## src/hw/sfe_map.svh

```systemverilog
// Register map, opcodes and bit counts of the flash command front end
`ifndef SFE_MAP_SVH
`define SFE_MAP_SVH
// ========
// Register byte offsets and fields
`define SFE_OFS_CTRL 4'h0
`define SFE_OFS_UPPER 4'h4
`define SFE_OFS_STATUS 4'h8
`define SFE_CTRL_BUSY 0
`define SFE_CTRL_OTP 1
`define SFE_UPPER_SEG 0
`define SFE_ST_WIDE 0
`define SFE_ST_QUAD 1
`define SFE_ST_ACTIVE 2
`define SFE_ST_STANDBY 3
`define SFE_ST_OPC 15:8
// ========
// Reset values
`define SFE_RST_UPPER 1'h0
`define SFE_RST_WIDE 1'h0
`define SFE_RST_QUAD 1'h0
`define SFE_RST_PINS 6'h20
// ========
// Address layout and bit counts
`define SFE_SEG_LSB 24
`define SFE_BITS_OPC 6'h08
`define SFE_BITS_ADDR3 6'h18
`define SFE_BITS_ADDR4 6'h20
`define SFE_DUMMY_FAST 4'h8
`define SFE_DUMMY_DUAL_IO 4'h4
`define SFE_DUMMY_QUAD_IO 4'h6
`define SFE_OE_X1 4'h2
`define SFE_OE_X2 4'h3
`define SFE_OE_X4 4'hf
// ========
// Opcodes
`define SFE_OP_READ 8'h03
`define SFE_OP_READ4 8'h13
`define SFE_OP_FAST 8'h0b
`define SFE_OP_FAST4 8'h0c
`define SFE_OP_DUAL_IO 8'hbb
`define SFE_OP_DUAL_IO4 8'hbc
`define SFE_OP_DUAL_OUT 8'h3b
`define SFE_OP_DUAL_OUT4 8'h3c
`define SFE_OP_QUAD_OUT 8'h6b
`define SFE_OP_QUAD_OUT4 8'h6c
`define SFE_OP_QUAD_IO 8'heb
`define SFE_OP_QUAD_IO_TOP 8'hea
`define SFE_OP_QUAD_IO4 8'hec
`define SFE_OP_WR_ENABLE 8'h06
`define SFE_OP_WR_DISABLE 8'h04
`define SFE_OP_STATUS_WRITE 8'h01
`define SFE_OP_PAGE_PROG 8'h02
`define SFE_OP_PAGE_PROG4 8'h12
`define SFE_OP_QUAD_PROG 8'h38
`define SFE_OP_QUAD_PROG4 8'h3e
`define SFE_OP_SECTOR_ERASE 8'h20
`define SFE_OP_SECTOR_ERASE4 8'h21
`define SFE_OP_BLK32_ERASE 8'h52
`define SFE_OP_BLK32_ERASE4 8'h5c
`define SFE_OP_BLK_ERASE 8'hd8
`define SFE_OP_BLK_ERASE4 8'hdc
`define SFE_OP_CHIP_ERASE 8'h60
`define SFE_OP_CHIP_ERASE_ALT 8'hc7
`define SFE_OP_ENTER_WIDE 8'hb7
`define SFE_OP_EXIT_WIDE 8'he9
`define SFE_OP_ENTER_FOUR_LINE 8'h35
`define SFE_OP_LEAVE_FOUR_LINE 8'hf5
`endif

```

## src/hw/sfe_pkg.sv

```systemverilog
// Types shared by the flash command front end
package sfe_pkg;
  // ========
  // Link states
  typedef enum logic [2:0] {
    ST_IDLE, ST_OPC, ST_ADDR, ST_DUMMY, ST_RDATA, ST_WDATA, ST_STANDBY
  } sfe_state_type;
  // Command classes and address modes
  typedef enum logic [1:0] {K_BAD, K_READ, K_CTRL} sfe_kind_type;
  typedef enum logic [1:0] {AM_NONE, AM_SHORT, AM_LONG, AM_CFG}
    sfe_amode_type;
  // ========
  // Decoded opcode
  typedef struct packed {
    sfe_kind_type kind;
    sfe_amode_type amode;
    logic [2:0] addr_w;
    logic [2:0] data_w;
    logic [3:0] dummy;
    logic top;
    logic full_erase;
  } sfe_dec_type;
  // Command handed to the array core
  typedef struct packed {
    logic [7:0] opcode;
    logic [31:0] addr;
    logic full_erase;
  } sfe_cmd_type;
endpackage : sfe_pkg

```

## src/hw/sfe_sync.sv

```systemverilog
// Two-flop synchroniser for pin inputs
module sfe_sync #(
  parameter int WIDTH = 1,
  parameter logic [WIDTH-1:0] RST_VAL = '0
) (
  // Clock and reset
  input wire logic clk,
  input wire logic sys_rst,
  // Data
  input wire logic [WIDTH-1:0] d,
  output logic [WIDTH-1:0] q
);
  logic [WIDTH-1:0] meta;

  if (WIDTH < 1) begin : g_chk
    $error("sfe_sync needs WIDTH of at least one");
  end

  // First stage feeds only the second
  always_ff @(posedge clk or posedge sys_rst) begin
    if (sys_rst) begin
      meta <= RST_VAL;
      q <= RST_VAL;
    end else begin
      meta <= d;
      q <= meta;
    end
  end
endmodule : sfe_sync

```

## src/hw/sfe_front_end.sv

```systemverilog
// Serial flash command and address front end with Avalon-MM registers
// What this block does
// - Bad opcode: standby, outputs released till select
// - Good opcode: active until select rises
// - Sample on clock rise, launch on fall
// - Works with clock idling low or high
// - Reads may end after any bit
// - Control commands run only on byte boundary
// - Array reads ignored while operation busy
// - Enter-wide command sets flag, 32-bit addresses
// - Exit-wide command clears flag, three bytes
// - Wide mode ignores upper address bit
// - Four-byte opcodes always take four bytes
// - Upper register: bit 0 only, resets zero
// - Upper bit selects segment in three-byte mode
// - Continuous read crosses segment, register unchanged
// - Three-byte random reads stay in segment
// - Chip erase covers whole array
// - Opcode 35h enters four-line mode
// - Opcode F5h leaves four-line mode
// - Four-line mode: all phases on four lines
// - Read opcodes other than Quad I/O refused in four-line mode
// - Quad I/O reads in both modes
// - Secure OTP mode blocks array reads
`include "sfe_map.svh"
module sfe_front_end import sfe_pkg::*; #(
  parameter int ADDR_W = 25
) (
  // Clock and reset
  input wire logic clk,
  input wire logic sys_rst,
  // Flash link pins
  input wire logic cs_n,
  input wire logic sclk,
  input wire logic [3:0] quad_io_lines_in,
  output logic [3:0] quad_io_lines_out,
  output logic [3:0] quad_io_lines_oe,
  // Avalon-MM register slave
  input wire logic [3:0] avs_address,
  input wire logic avs_read,
  input wire logic avs_write,
  input wire logic [31:0] avs_writedata,
  input wire logic [3:0] avs_byteenable,
  output logic [31:0] avs_readdata,
  output logic avs_waitrequest,
  // Array read port
  output logic [ADDR_W-1:0] rd_addr,
  output logic rd_en,
  input wire logic [7:0] rd_data,
  // Command port to the array core
  output logic cmd_valid,
  output sfe_cmd_type cmd
);
  if (ADDR_W < 25 || ADDR_W > 32) begin : g_chk
    $error("sfe_front_end needs ADDR_W from 25 to 32");
  end

  // ========
  // Opcode decode
  function automatic sfe_dec_type sfe_rd(input logic ok,
      input sfe_amode_type am, input logic [2:0] aw,
      input logic [2:0] dw, input logic [3:0] dm);
    sfe_dec_type d;
    d.kind = ok ? K_READ : K_BAD;
    d.amode = am;
    d.addr_w = aw;
    d.data_w = dw;
    d.dummy = dm;
    d.top = 1'b0;
    d.full_erase = 1'b0;
    return d;
  endfunction : sfe_rd

  function automatic sfe_dec_type sfe_ctl(input logic ok,
      input sfe_amode_type am, input logic [2:0] dw);
    sfe_dec_type d;
    d = sfe_rd(1'b1, am, 3'h1, dw, 4'h0);
    d.kind = ok ? K_CTRL : K_BAD;
    return d;
  endfunction : sfe_ctl

  function automatic sfe_dec_type sfe_decode(input logic [7:0] op,
      input logic quad);
    sfe_dec_type d;
    d = sfe_ctl(1'b0, AM_NONE, 3'h1);
    case (op)
      `SFE_OP_READ: d = sfe_rd(!quad, AM_CFG, 3'h1, 3'h1, 4'h0);
      `SFE_OP_READ4: d = sfe_rd(!quad, AM_LONG, 3'h1, 3'h1, 4'h0);
      `SFE_OP_FAST:
        d = sfe_rd(!quad, AM_CFG, 3'h1, 3'h1, `SFE_DUMMY_FAST);
      `SFE_OP_FAST4:
        d = sfe_rd(!quad, AM_LONG, 3'h1, 3'h1, `SFE_DUMMY_FAST);
      `SFE_OP_DUAL_IO:
        d = sfe_rd(!quad, AM_CFG, 3'h2, 3'h2, `SFE_DUMMY_DUAL_IO);
      `SFE_OP_DUAL_IO4:
        d = sfe_rd(!quad, AM_LONG, 3'h2, 3'h2, `SFE_DUMMY_DUAL_IO);
      `SFE_OP_DUAL_OUT:
        d = sfe_rd(!quad, AM_CFG, 3'h1, 3'h2, `SFE_DUMMY_FAST);
      `SFE_OP_DUAL_OUT4:
        d = sfe_rd(!quad, AM_LONG, 3'h1, 3'h2, `SFE_DUMMY_FAST);
      `SFE_OP_QUAD_OUT:
        d = sfe_rd(!quad, AM_CFG, 3'h1, 3'h4, `SFE_DUMMY_FAST);
      `SFE_OP_QUAD_OUT4:
        d = sfe_rd(!quad, AM_LONG, 3'h1, 3'h4, `SFE_DUMMY_FAST);
      `SFE_OP_QUAD_IO:
        d = sfe_rd(1'b1, AM_CFG, 3'h4, 3'h4, `SFE_DUMMY_QUAD_IO);
      `SFE_OP_QUAD_IO4:
        d = sfe_rd(1'b1, AM_LONG, 3'h4, 3'h4, `SFE_DUMMY_QUAD_IO);
      `SFE_OP_QUAD_IO_TOP: begin
        d = sfe_rd(1'b1, AM_SHORT, 3'h4, 3'h4, `SFE_DUMMY_QUAD_IO);
        d.top = 1'b1;
      end
      `SFE_OP_WR_ENABLE, `SFE_OP_WR_DISABLE, `SFE_OP_STATUS_WRITE,
      `SFE_OP_ENTER_WIDE, `SFE_OP_EXIT_WIDE,
      `SFE_OP_ENTER_FOUR_LINE, `SFE_OP_LEAVE_FOUR_LINE:
        d = sfe_ctl(1'b1, AM_NONE, 3'h1);
      `SFE_OP_CHIP_ERASE, `SFE_OP_CHIP_ERASE_ALT: begin
        d = sfe_ctl(1'b1, AM_NONE, 3'h1);
        d.full_erase = 1'b1;
      end
      `SFE_OP_PAGE_PROG, `SFE_OP_SECTOR_ERASE, `SFE_OP_BLK32_ERASE,
      `SFE_OP_BLK_ERASE:
        d = sfe_ctl(1'b1, AM_CFG, 3'h1);
      `SFE_OP_PAGE_PROG4, `SFE_OP_SECTOR_ERASE4, `SFE_OP_BLK32_ERASE4,
      `SFE_OP_BLK_ERASE4:
        d = sfe_ctl(1'b1, AM_LONG, 3'h1);
      `SFE_OP_QUAD_PROG: d = sfe_ctl(!quad, AM_CFG, 3'h4);
      `SFE_OP_QUAD_PROG4: d = sfe_ctl(!quad, AM_LONG, 3'h4);
      default: d = sfe_ctl(1'b0, AM_NONE, 3'h1);
    endcase
    return d;
  endfunction : sfe_decode

  // Shift in one, two or four bits
  function automatic logic [31:0] sfe_shift(input logic [31:0] sh,
      input logic [3:0] io, input logic [2:0] w);
    case (w)
      3'h2: sfe_shift = {sh[29:0], io[1:0]};
      3'h4: sfe_shift = {sh[27:0], io};
      default: sfe_shift = {sh[30:0], io[0]};
    endcase
  endfunction : sfe_shift

  // Output lines for one launch, single mode on line 1
  function automatic logic [3:0] sfe_drive(input logic [7:0] b,
      input logic [2:0] w);
    case (w)
      3'h2: sfe_drive = {2'h0, b[7:6]};
      3'h4: sfe_drive = b[7:4];
      default: sfe_drive = {2'h0, b[7], 1'b0};
    endcase
  endfunction : sfe_drive

  function automatic logic [3:0] sfe_mask(input logic [2:0] w);
    case (w)
      3'h2: sfe_mask = `SFE_OE_X2;
      3'h4: sfe_mask = `SFE_OE_X4;
      default: sfe_mask = `SFE_OE_X1;
    endcase
  endfunction : sfe_mask

  // ========
  // Pin sampling and edge detection
  logic [5:0] pin_sync;
  logic cs_prev;
  logic sclk_prev;

  sfe_sync #(.WIDTH(6), .RST_VAL(`SFE_RST_PINS)) u_sync (
    .clk(clk),
    .sys_rst(sys_rst),
    .d({cs_n, sclk, quad_io_lines_in}),
    .q(pin_sync)
  );

  wire cs_s = pin_sync[5];
  wire sclk_s = pin_sync[4];
  wire [3:0] io_s = pin_sync[3:0];
  wire cs_fall = cs_prev & ~cs_s;
  wire cs_rise = cs_s & ~cs_prev;
  wire sck_rise = ~sclk_prev & sclk_s & ~cs_s;
  wire sck_fall = sclk_prev & ~sclk_s & ~cs_s;

  // Edge history
  always_ff @(posedge clk or posedge sys_rst) begin
    if (sys_rst) begin
      cs_prev <= 1'b1;
      sclk_prev <= 1'b0;
    end else begin
      cs_prev <= cs_s;
      sclk_prev <= sclk_s;
    end
  end

  // ========
  // Protocol state
  sfe_state_type st;
  sfe_state_type next_st;
  sfe_dec_type dec_q;
  logic [7:0] opcode;
  logic [31:0] sh;
  logic [5:0] bit_cnt;
  logic [2:0] bnd_cnt;
  logic [3:0] dummy_cnt;
  logic [31:0] cmd_addr_q;
  logic [7:0] out_sr;
  logic [3:0] out_left;
  logic wide;
  logic quad;
  logic upper_seg;
  logic busy;
  logic otp;

  // Lane width of the current input phase
  wire [2:0] phase_w = (st == ST_OPC || quad) ? (quad ? 3'h4 : 3'h1) :
    (st == ST_ADDR ? dec_q.addr_w : dec_q.data_w);
  wire in_phase = st == ST_OPC || st == ST_ADDR || st == ST_WDATA;
  wire [31:0] sh_next = sfe_shift(sh, io_s, phase_w);
  wire [5:0] cnt_next = bit_cnt + {3'h0, phase_w};
  wire opc_done = st == ST_OPC && sck_rise && cnt_next == `SFE_BITS_OPC;
  wire sfe_dec_type dec_new = sfe_decode(sh_next[7:0], quad);
  wire read_blocked = dec_new.kind == K_READ && (busy | otp);
  wire long_addr = dec_q.amode == AM_LONG ||
    (dec_q.amode == AM_CFG && wide);
  wire [5:0] addr_bits = long_addr ? `SFE_BITS_ADDR4 : `SFE_BITS_ADDR3;
  wire addr_done = st == ST_ADDR && sck_rise && cnt_next == addr_bits;
  wire seg = dec_q.top | upper_seg;
  wire [31:0] addr_new = long_addr ? sh_next :
    {7'h00, seg, sh_next[`SFE_SEG_LSB-1:0]};
  wire dummy_done = st == ST_DUMMY && sck_rise &&
    dummy_cnt + 4'h1 == dec_q.dummy;
  wire exec = cs_rise && st == ST_WDATA && dec_q.kind == K_CTRL &&
    bnd_cnt == 3'h0;

  // Next state
  always_comb begin
    next_st = st;
    if (cs_s) begin
      next_st = ST_IDLE;
    end else begin
      case (st)
        ST_IDLE: if (cs_fall) next_st = ST_OPC;
        ST_OPC: begin
          if (opc_done) begin
            if (dec_new.kind == K_BAD || read_blocked) begin
              next_st = ST_STANDBY;
            end else if (dec_new.amode == AM_NONE) begin
              next_st = ST_WDATA;
            end else begin
              next_st = ST_ADDR;
            end
          end
        end
        ST_ADDR: begin
          if (addr_done) begin
            if (dec_q.kind == K_READ) begin
              next_st = dec_q.dummy == 4'h0 ? ST_RDATA : ST_DUMMY;
            end else begin
              next_st = ST_WDATA;
            end
          end
        end
        ST_DUMMY: if (dummy_done) next_st = ST_RDATA;
        ST_RDATA, ST_WDATA, ST_STANDBY: next_st = st;
        default: next_st = ST_IDLE;
      endcase
    end
  end

  // State and shift counters
  always_ff @(posedge clk or posedge sys_rst) begin
    if (sys_rst) begin
      st <= ST_IDLE;
      sh <= 32'h0000_0000;
      bit_cnt <= 6'h00;
      bnd_cnt <= 3'h0;
      dummy_cnt <= 4'h0;
    end else begin
      st <= next_st;
      if (in_phase && sck_rise) sh <= sh_next;
      if (next_st != st) bit_cnt <= 6'h00;
      else if (sck_rise) bit_cnt <= cnt_next;
      if (st == ST_IDLE) bnd_cnt <= 3'h0;
      else if (in_phase && sck_rise) bnd_cnt <= bnd_cnt + phase_w;
      dummy_cnt <= st == ST_DUMMY ? dummy_cnt + {3'h0, sck_rise} : 4'h0;
    end
  end

  // Latched opcode and address
  always_ff @(posedge clk or posedge sys_rst) begin
    if (sys_rst) begin
      dec_q <= sfe_ctl(1'b0, AM_NONE, 3'h1);
      opcode <= 8'h00;
      cmd_addr_q <= 32'h0000_0000;
    end else begin
      if (opc_done) dec_q <= dec_new;
      if (opc_done) opcode <= sh_next[7:0];
      if (addr_done) cmd_addr_q <= addr_new;
    end
  end

  // ========
  // Mode flags changed by link commands
  always_ff @(posedge clk or posedge sys_rst) begin
    if (sys_rst) begin
      wide <= `SFE_RST_WIDE;
      quad <= `SFE_RST_QUAD;
    end else if (exec) begin
      case (opcode)
        `SFE_OP_ENTER_WIDE: wide <= 1'b1;
        `SFE_OP_EXIT_WIDE: wide <= 1'b0;
        `SFE_OP_ENTER_FOUR_LINE: quad <= 1'b1;
        `SFE_OP_LEAVE_FOUR_LINE: quad <= 1'b0;
        default: quad <= quad;
      endcase
    end
  end

  // Command hand-off on a clean select rise
  always_ff @(posedge clk or posedge sys_rst) begin
    if (sys_rst) begin
      cmd_valid <= 1'b0;
      cmd <= '0;
    end else begin
      cmd_valid <= exec;
      if (exec) begin
        cmd.opcode <= opcode;
        cmd.addr <= dec_q.full_erase ? 32'h0000_0000 : cmd_addr_q;
        cmd.full_erase <= dec_q.full_erase;
      end
    end
  end

  // ========
  // Read data output path
  wire [2:0] out_w = dec_q.data_w;
  wire out_load = out_left == 4'h0;
  wire [7:0] out_byte = out_load ? rd_data : out_sr;
  wire [3:0] out_base = out_load ? 4'h8 : out_left;
  wire out_stop = st != ST_RDATA || cs_s;

  // Launch bits on the falling clock edge
  always_ff @(posedge clk or posedge sys_rst) begin
    if (sys_rst) begin
      quad_io_lines_out <= 4'h0;
      quad_io_lines_oe <= 4'h0;
      out_sr <= 8'h00;
      out_left <= 4'h0;
    end else if (out_stop) begin
      quad_io_lines_oe <= 4'h0;
      out_left <= 4'h0;
    end else if (sck_fall) begin
      quad_io_lines_out <= sfe_drive(out_byte, out_w);
      quad_io_lines_oe <= sfe_mask(out_w);
      out_sr <= out_byte << out_w;
      out_left <= out_base - {1'b0, out_w};
    end
  end

  // Array address, advancing past segment ends
  always_ff @(posedge clk or posedge sys_rst) begin
    if (sys_rst) begin
      rd_addr <= '0;
      rd_en <= 1'b0;
    end else begin
      rd_en <= next_st == ST_RDATA;
      if (addr_done && dec_q.kind == K_READ) begin
        rd_addr <= addr_new[ADDR_W-1:0];
      end else if (!out_stop && sck_fall && out_load) begin
        rd_addr <= rd_addr + {{(ADDR_W-1){1'b0}}, 1'b1};
      end
    end
  end

  // ========
  // Avalon-MM slave
  wire bus_req = avs_read | avs_write;
  wire bus_commit = avs_write & ~avs_waitrequest;
  wire sel_ctrl = avs_address == `SFE_OFS_CTRL;
  wire sel_upper = avs_address == `SFE_OFS_UPPER;
  wire sel_status = avs_address == `SFE_OFS_STATUS;
  wire lane0_wr = bus_commit & avs_byteenable[0];
  wire active = st != ST_IDLE && st != ST_STANDBY;
  logic [31:0] ctrl_word;
  logic [31:0] upper_word;
  logic [31:0] status_word;

  // Read views, reserved bits zero
  always_comb begin
    ctrl_word = 32'h0000_0000;
    ctrl_word[`SFE_CTRL_BUSY] = busy;
    ctrl_word[`SFE_CTRL_OTP] = otp;
    upper_word = 32'h0000_0000;
    upper_word[`SFE_UPPER_SEG] = upper_seg;
    status_word = 32'h0000_0000;
    status_word[`SFE_ST_WIDE] = wide;
    status_word[`SFE_ST_QUAD] = quad;
    status_word[`SFE_ST_ACTIVE] = active;
    status_word[`SFE_ST_STANDBY] = st == ST_STANDBY;
    status_word[`SFE_ST_OPC] = opcode;
  end

  wire [31:0] rd_mux = sel_ctrl ? ctrl_word :
    sel_upper ? upper_word : sel_status ? status_word : 32'h0000_0000;

  // One wait cycle, then the answer
  always_ff @(posedge clk or posedge sys_rst) begin
    if (sys_rst) begin
      avs_waitrequest <= 1'b1;
      avs_readdata <= 32'h0000_0000;
    end else begin
      avs_waitrequest <= ~(bus_req & avs_waitrequest);
      if (avs_read && avs_waitrequest) avs_readdata <= rd_mux;
    end
  end

  // Software registers
  always_ff @(posedge clk or posedge sys_rst) begin
    if (sys_rst) begin
      upper_seg <= `SFE_RST_UPPER;
      busy <= 1'b0;
      otp <= 1'b0;
    end else begin
      if (lane0_wr && sel_upper) upper_seg <= avs_writedata[0];
      if (lane0_wr && sel_ctrl) busy <= avs_writedata[`SFE_CTRL_BUSY];
      if (lane0_wr && sel_ctrl) otp <= avs_writedata[`SFE_CTRL_OTP];
    end
  end
endmodule : sfe_front_end

```

## config.mk

```make
export PLATFORM = sky130hd
export DESIGN_NAME = sfe_front_end
export DESIGN_NICKNAME = d
export VERILOG_FILES = /design/src/hw/sfe_pkg.sv /design/src/hw/sfe_sync.sv /design/src/hw/sfe_front_end.sv
export VERILOG_INCLUDE_DIRS = /design/src /design/src/hw
export SDC_FILE = /design/constraint.sdc
export NUM_CORES = 1
export LEC_CHECK = 0
export ABC_AREA = 1
export BUFFER_PORTS_ARGS = -buffer_cell sky130_fd_sc_hd__buf_2
export CELL_PAD_IN_SITES_DETAIL_PLACEMENT = 1
export CELL_PAD_IN_SITES_GLOBAL_PLACEMENT = 2
export CORE_MARGIN = 2
export CORE_UTILIZATION = 35
export CTS_BUF_LIST = sky130_fd_sc_hd__clkbuf_8
export DETAILED_ROUTE_END_ITERATION = 10
export GPL_ROUTABILITY_DRIVEN = 1
export PLACE_DENSITY = 0.89
export SLEW_MARGIN = 10
export SYNTH_ARGS = -nofsm -noshare
export SYNTH_HDL_FRONTEND = slang
export SYNTH_SLANG_ARGS = --single-unit
```

## constraint.sdc

```tcl
create_clock -name clk -period 20.6 [get_ports clk]
set_input_delay 3.09 -clock clk [delete_from_list [all_inputs] [get_ports clk]]
set_output_delay 3.09 -clock clk [all_outputs]
set_load 0.005 [all_outputs]
```

==> metrics.md <==
| Metric | Value |
|---|---|
| Outcome | completed |
| Sequential fraction of the synthesis area | 49.41% |
| Final period util | 22.18% |
| Final setup violation count | 0 |
| Warnings from Yosys | 0 |
| Total global-route track usage | 19.64% |
| Final hold vios | 0 |
| Initial Utilization | 35.45% |
| CP arrival | 5.03 ns |
| Post-Synthesis Cells | 1318 |
| Cts bufs inserted | 40 |
| First-pass GRT wire length | 52.83 mm |
| Post-layout util | 41.12% |
| Clock sinks | 220 |
| RD Place Congestion | 0.8240 |
| Ports | 167 |
| Worst Setup SP | st[1] |
| R2r startpoint | st[1] |
| Highest routed layer | met4 |
| R2R Path End | bit_cnt[2] |
| Top cells by area, synth | dfrtp_1, nand2_1, o21ai_0, inv_1, nand3_1 |
| Post-Synthesis Cell Area | 11160 µm² |
| Pin count of the biggest net entering global routing | 91 |
| Clk slew on worst S/H paths | 0.06 ns |
| Async set or reset register ratio after synthesis | 100.0% |
| DR WL met3 | 1.206 mm |
| Setup TNS | 0 ns |
| Area grow syn2layout | 15.99% |
| Layout cells sized above 1 | 17.23% |
| Register-to-Register Setup Slack | 16.03 ns |
| R2R depth | 24 |
| Wire length on met2 | 15.20 mm |
| DR vias/cell | 5.125 |
| Clock skew | 0.03086 ns |
| Clk pwr share | 45.6% |
| Max cap viols | 0 |
| Die X-Extent | 182.6 µm |
| # DRC | 0 |
| Die Area | 33320 µm² |
| WHS Path Cells | 0 |
| Post-synthesis register bit count | 220 |
| Unique cell type count in the Yosys netlist | 57 |
| Class of the worst hold path | register to register |
| Internal Power | 729.0 µW |
| Core box area | 31470 µm² |
| Routed vias | 9584 |
| Flop pwr share | 45.1% |
| Final Slew Violations | 0 |
| CTS Buffer Depth | 3 |
| Die H | 182.6 µm |
| Kind of critical path | register to register |
| Setup ws final | 16.03 ns |
| Routed WL | 32.24 mm |
| Met1 WL | 15.32 mm |
| Nets | 1511 |
| Slew @ Worst Pin | 0.9052 ns |
| Final cell count without fillers | 1870 |
| Combinational share of power | 9.3% |
| Worst EP required | 21.06 ns |
| CTS tree | done |
| Pwr dens | 77.11 nW/µm² |
| GR Overflow Total | 0 |
| Place WS | 15.89 ns |
| # fillers | 3834 |
| Hold_ws | 0.3515 ns |
| Sw power | 268.9 µW |
| Crit path time final | 4.568 ns |
| 1st-iter DRT viols | 520 |
| Peak Freq | 0.2189 GHz |
| Worst Setup End Kind | register |
| Number of global-route vias before repair | 9948 |
| Worst Path Max Fanout | 52 |
| Root Buffer | clkbuf_8 |
| Yosys top cell area share | 47.99% |
| Resized Gates After CTS | 0 |
| RSZ-0062 raised after global routing | false |
| Cts hold-fix bufs | 0 |
| Dpl cell area | 12060 µm² |
| Initial antenna violation count | 0 |
| Final antenna-violating net count | 0 |
| Avg Cell Area, Syn | 8.466 µm² |
| Dpl cells | 1799 |
| TritonRoute pass-1 iters | 5 |
| Top cells by count, synth | nand2_1, dfrtp_1, inv_1, o21ai_0, nor2_1 |
| Critical path startpoint category | register |
| CTS H-tree depth | 2 |
| Ant diodes | 0 |
| Main synth FF type | dfrtp_1 |
| # Post-CTS Setup Buffers | 0 |
| # rows | 65 |
| Leakage | 6.275 nW |
| Hpwl dp | 23.18 mm |
| Wire per inst | 17.24 µm |
| Worst-skew pair later-pin latency | 0.57 ns |
| Hold wc startpoint | u_sync.meta[0] |
| Worst VDD drop | 42.65 µV |
| Post-route cell area | 12940 µm² |
| Post-synth EDFFs | 0 |
| IO buf count | 113 |
| Rel. slew slack | 39.66% |
| Top-count cell post-synth | nand2_1 |
| Sw Ratio | 26.95% |
| Largest area contributor in the netlist | dfrtp_1 |
| Power Total | 997.9 µW |
| Min-Delay Endpoint | u_sync.q[0] |
[critical path, stage by stage (launching register included)]
cell and delay [ns]:
dfrtp_1 0.52, inv_2 0.12, nand3_2 0.14, nand2_2 0.12, clkinv_4 0.10, o21ai_1 0.35
ha_1 0.27, inv_1 0.06, fa_1 0.39, nor2_1 0.13, o21ai_0 0.11, xor2_1 0.40
nand2_1 0.17, nand2_1 0.12, nand4_1 0.12, buf_4 0.32, o2111ai_1 0.24, inv_1 0.06
nand2_1 0.09, nand2_1 0.07, nand2_1 0.07, nand2_1 0.05, nor2_1 0.13, nand3_2 0.19
nor2_1 0.13
[area by class of cell]
type	instances	area, µm²	share of cell area [%]
clock buffers	51	701.9	5.423
clock inverters	20	185.2	1.431
inverters	150	578.1	4.466
multi-input cells	903	4813	37.19
flip-flops and latches	220	5513	42.59
well taps	402	503.0	3.886
repair buffers	124	648.1	5.008
[state kept, by name, summed over array words and instances (netlist names), 8 cells and up]
signal,cells
cmd_addr_q,32
dec_q,11
opcode,8
sh,31
avs_readdata,12
out_sr,8
rd_addr,25
cmd,41
[power groups by stage]
stage	Clock, mW	Sequential (mW)	Combinational (mW)
2_1_floorplan	0	0.454	0.0692
4_1_cts	0.468	0.450	0.0936
3_3_place_gp	0	0.457	0.0905
3_5_place_dp	0	0.458	0.0931
5_1_grt	0.487	0.451	0.105
6_report	0.455	0.450	0.0925
[worst max-delay path by stage]
| stage | end | slack [ns] | cells after the start |
|---|---|---|---|
| after floorplan | avs_readdata[0] | 11.50 | 1 |
| after global placement | cmd[0] | 15.92 | 3 |
| after detailed placement | cmd_addr_q[20] | 15.89 | 3 |
| final | bit_cnt[2] | 16.03 | 24 |
| after global routing | bit_cnt[2] | 15.64 | 24 |
| after CTS | rd_addr[13] | 16.03 | 19 |
[logic make-up (layout without fill, tap and decap cells)]
group                    after synthesis  in the layout  synth area share (%)
adder cells (fa/ha/maj)               14             14                 1.772
flip-flops                           220            220                 49.41
XOR/XNOR                              28             28                 2.198
AND/OR/NAND/NOR                      547            547                 22.00
AO/OA/AOI/OAI                        290            290                 16.05
buffers and inverters                214            345                 8.174
multiplexers                           4              4                0.3700
other                                  1             20               0.03361
[cell usage in the layout (no fill, tap or decap), types with 4 or more instances in the layout]
cell      synthesis  layout
a21oi_1          31      31
a22o_1           26      26
a31oi_1           5       5
buf_2             3     113
buf_4            22      11
clkbuf_8          0      51
clkinv_1          4       4
conb_1            1      20
dfrtp_1         214     214
dfstp_2           6       6
ha_1             11      11
inv_1           136     146
inv_2             8       8
nand2_1         304     304
nand2_2          14      14
nand3_1          66      66
nand3_2           5       5
nand4_1          19      19
nor2_1           87      86
nor2_2           12      13
nor2_4            4       4
nor3_1           15      15
nor4_1            5       4
o211ai_1         11      11
o21ai_0         136     136
o221ai_1         15      15
o22ai_1          37      37
o31ai_1          11      11
xnor2_1          10      10
xor2_1           18      18
[metal layers]
metal / global-route usage, % / vias up
met5: 0 / -
met4: 5.194 / 0
met3: 3.173 / 41
met2: 32.35 / 182
met1: 26.93 / 4752
li1: - / 4609
Note: power is estimated with default switching activity, not from simulation.
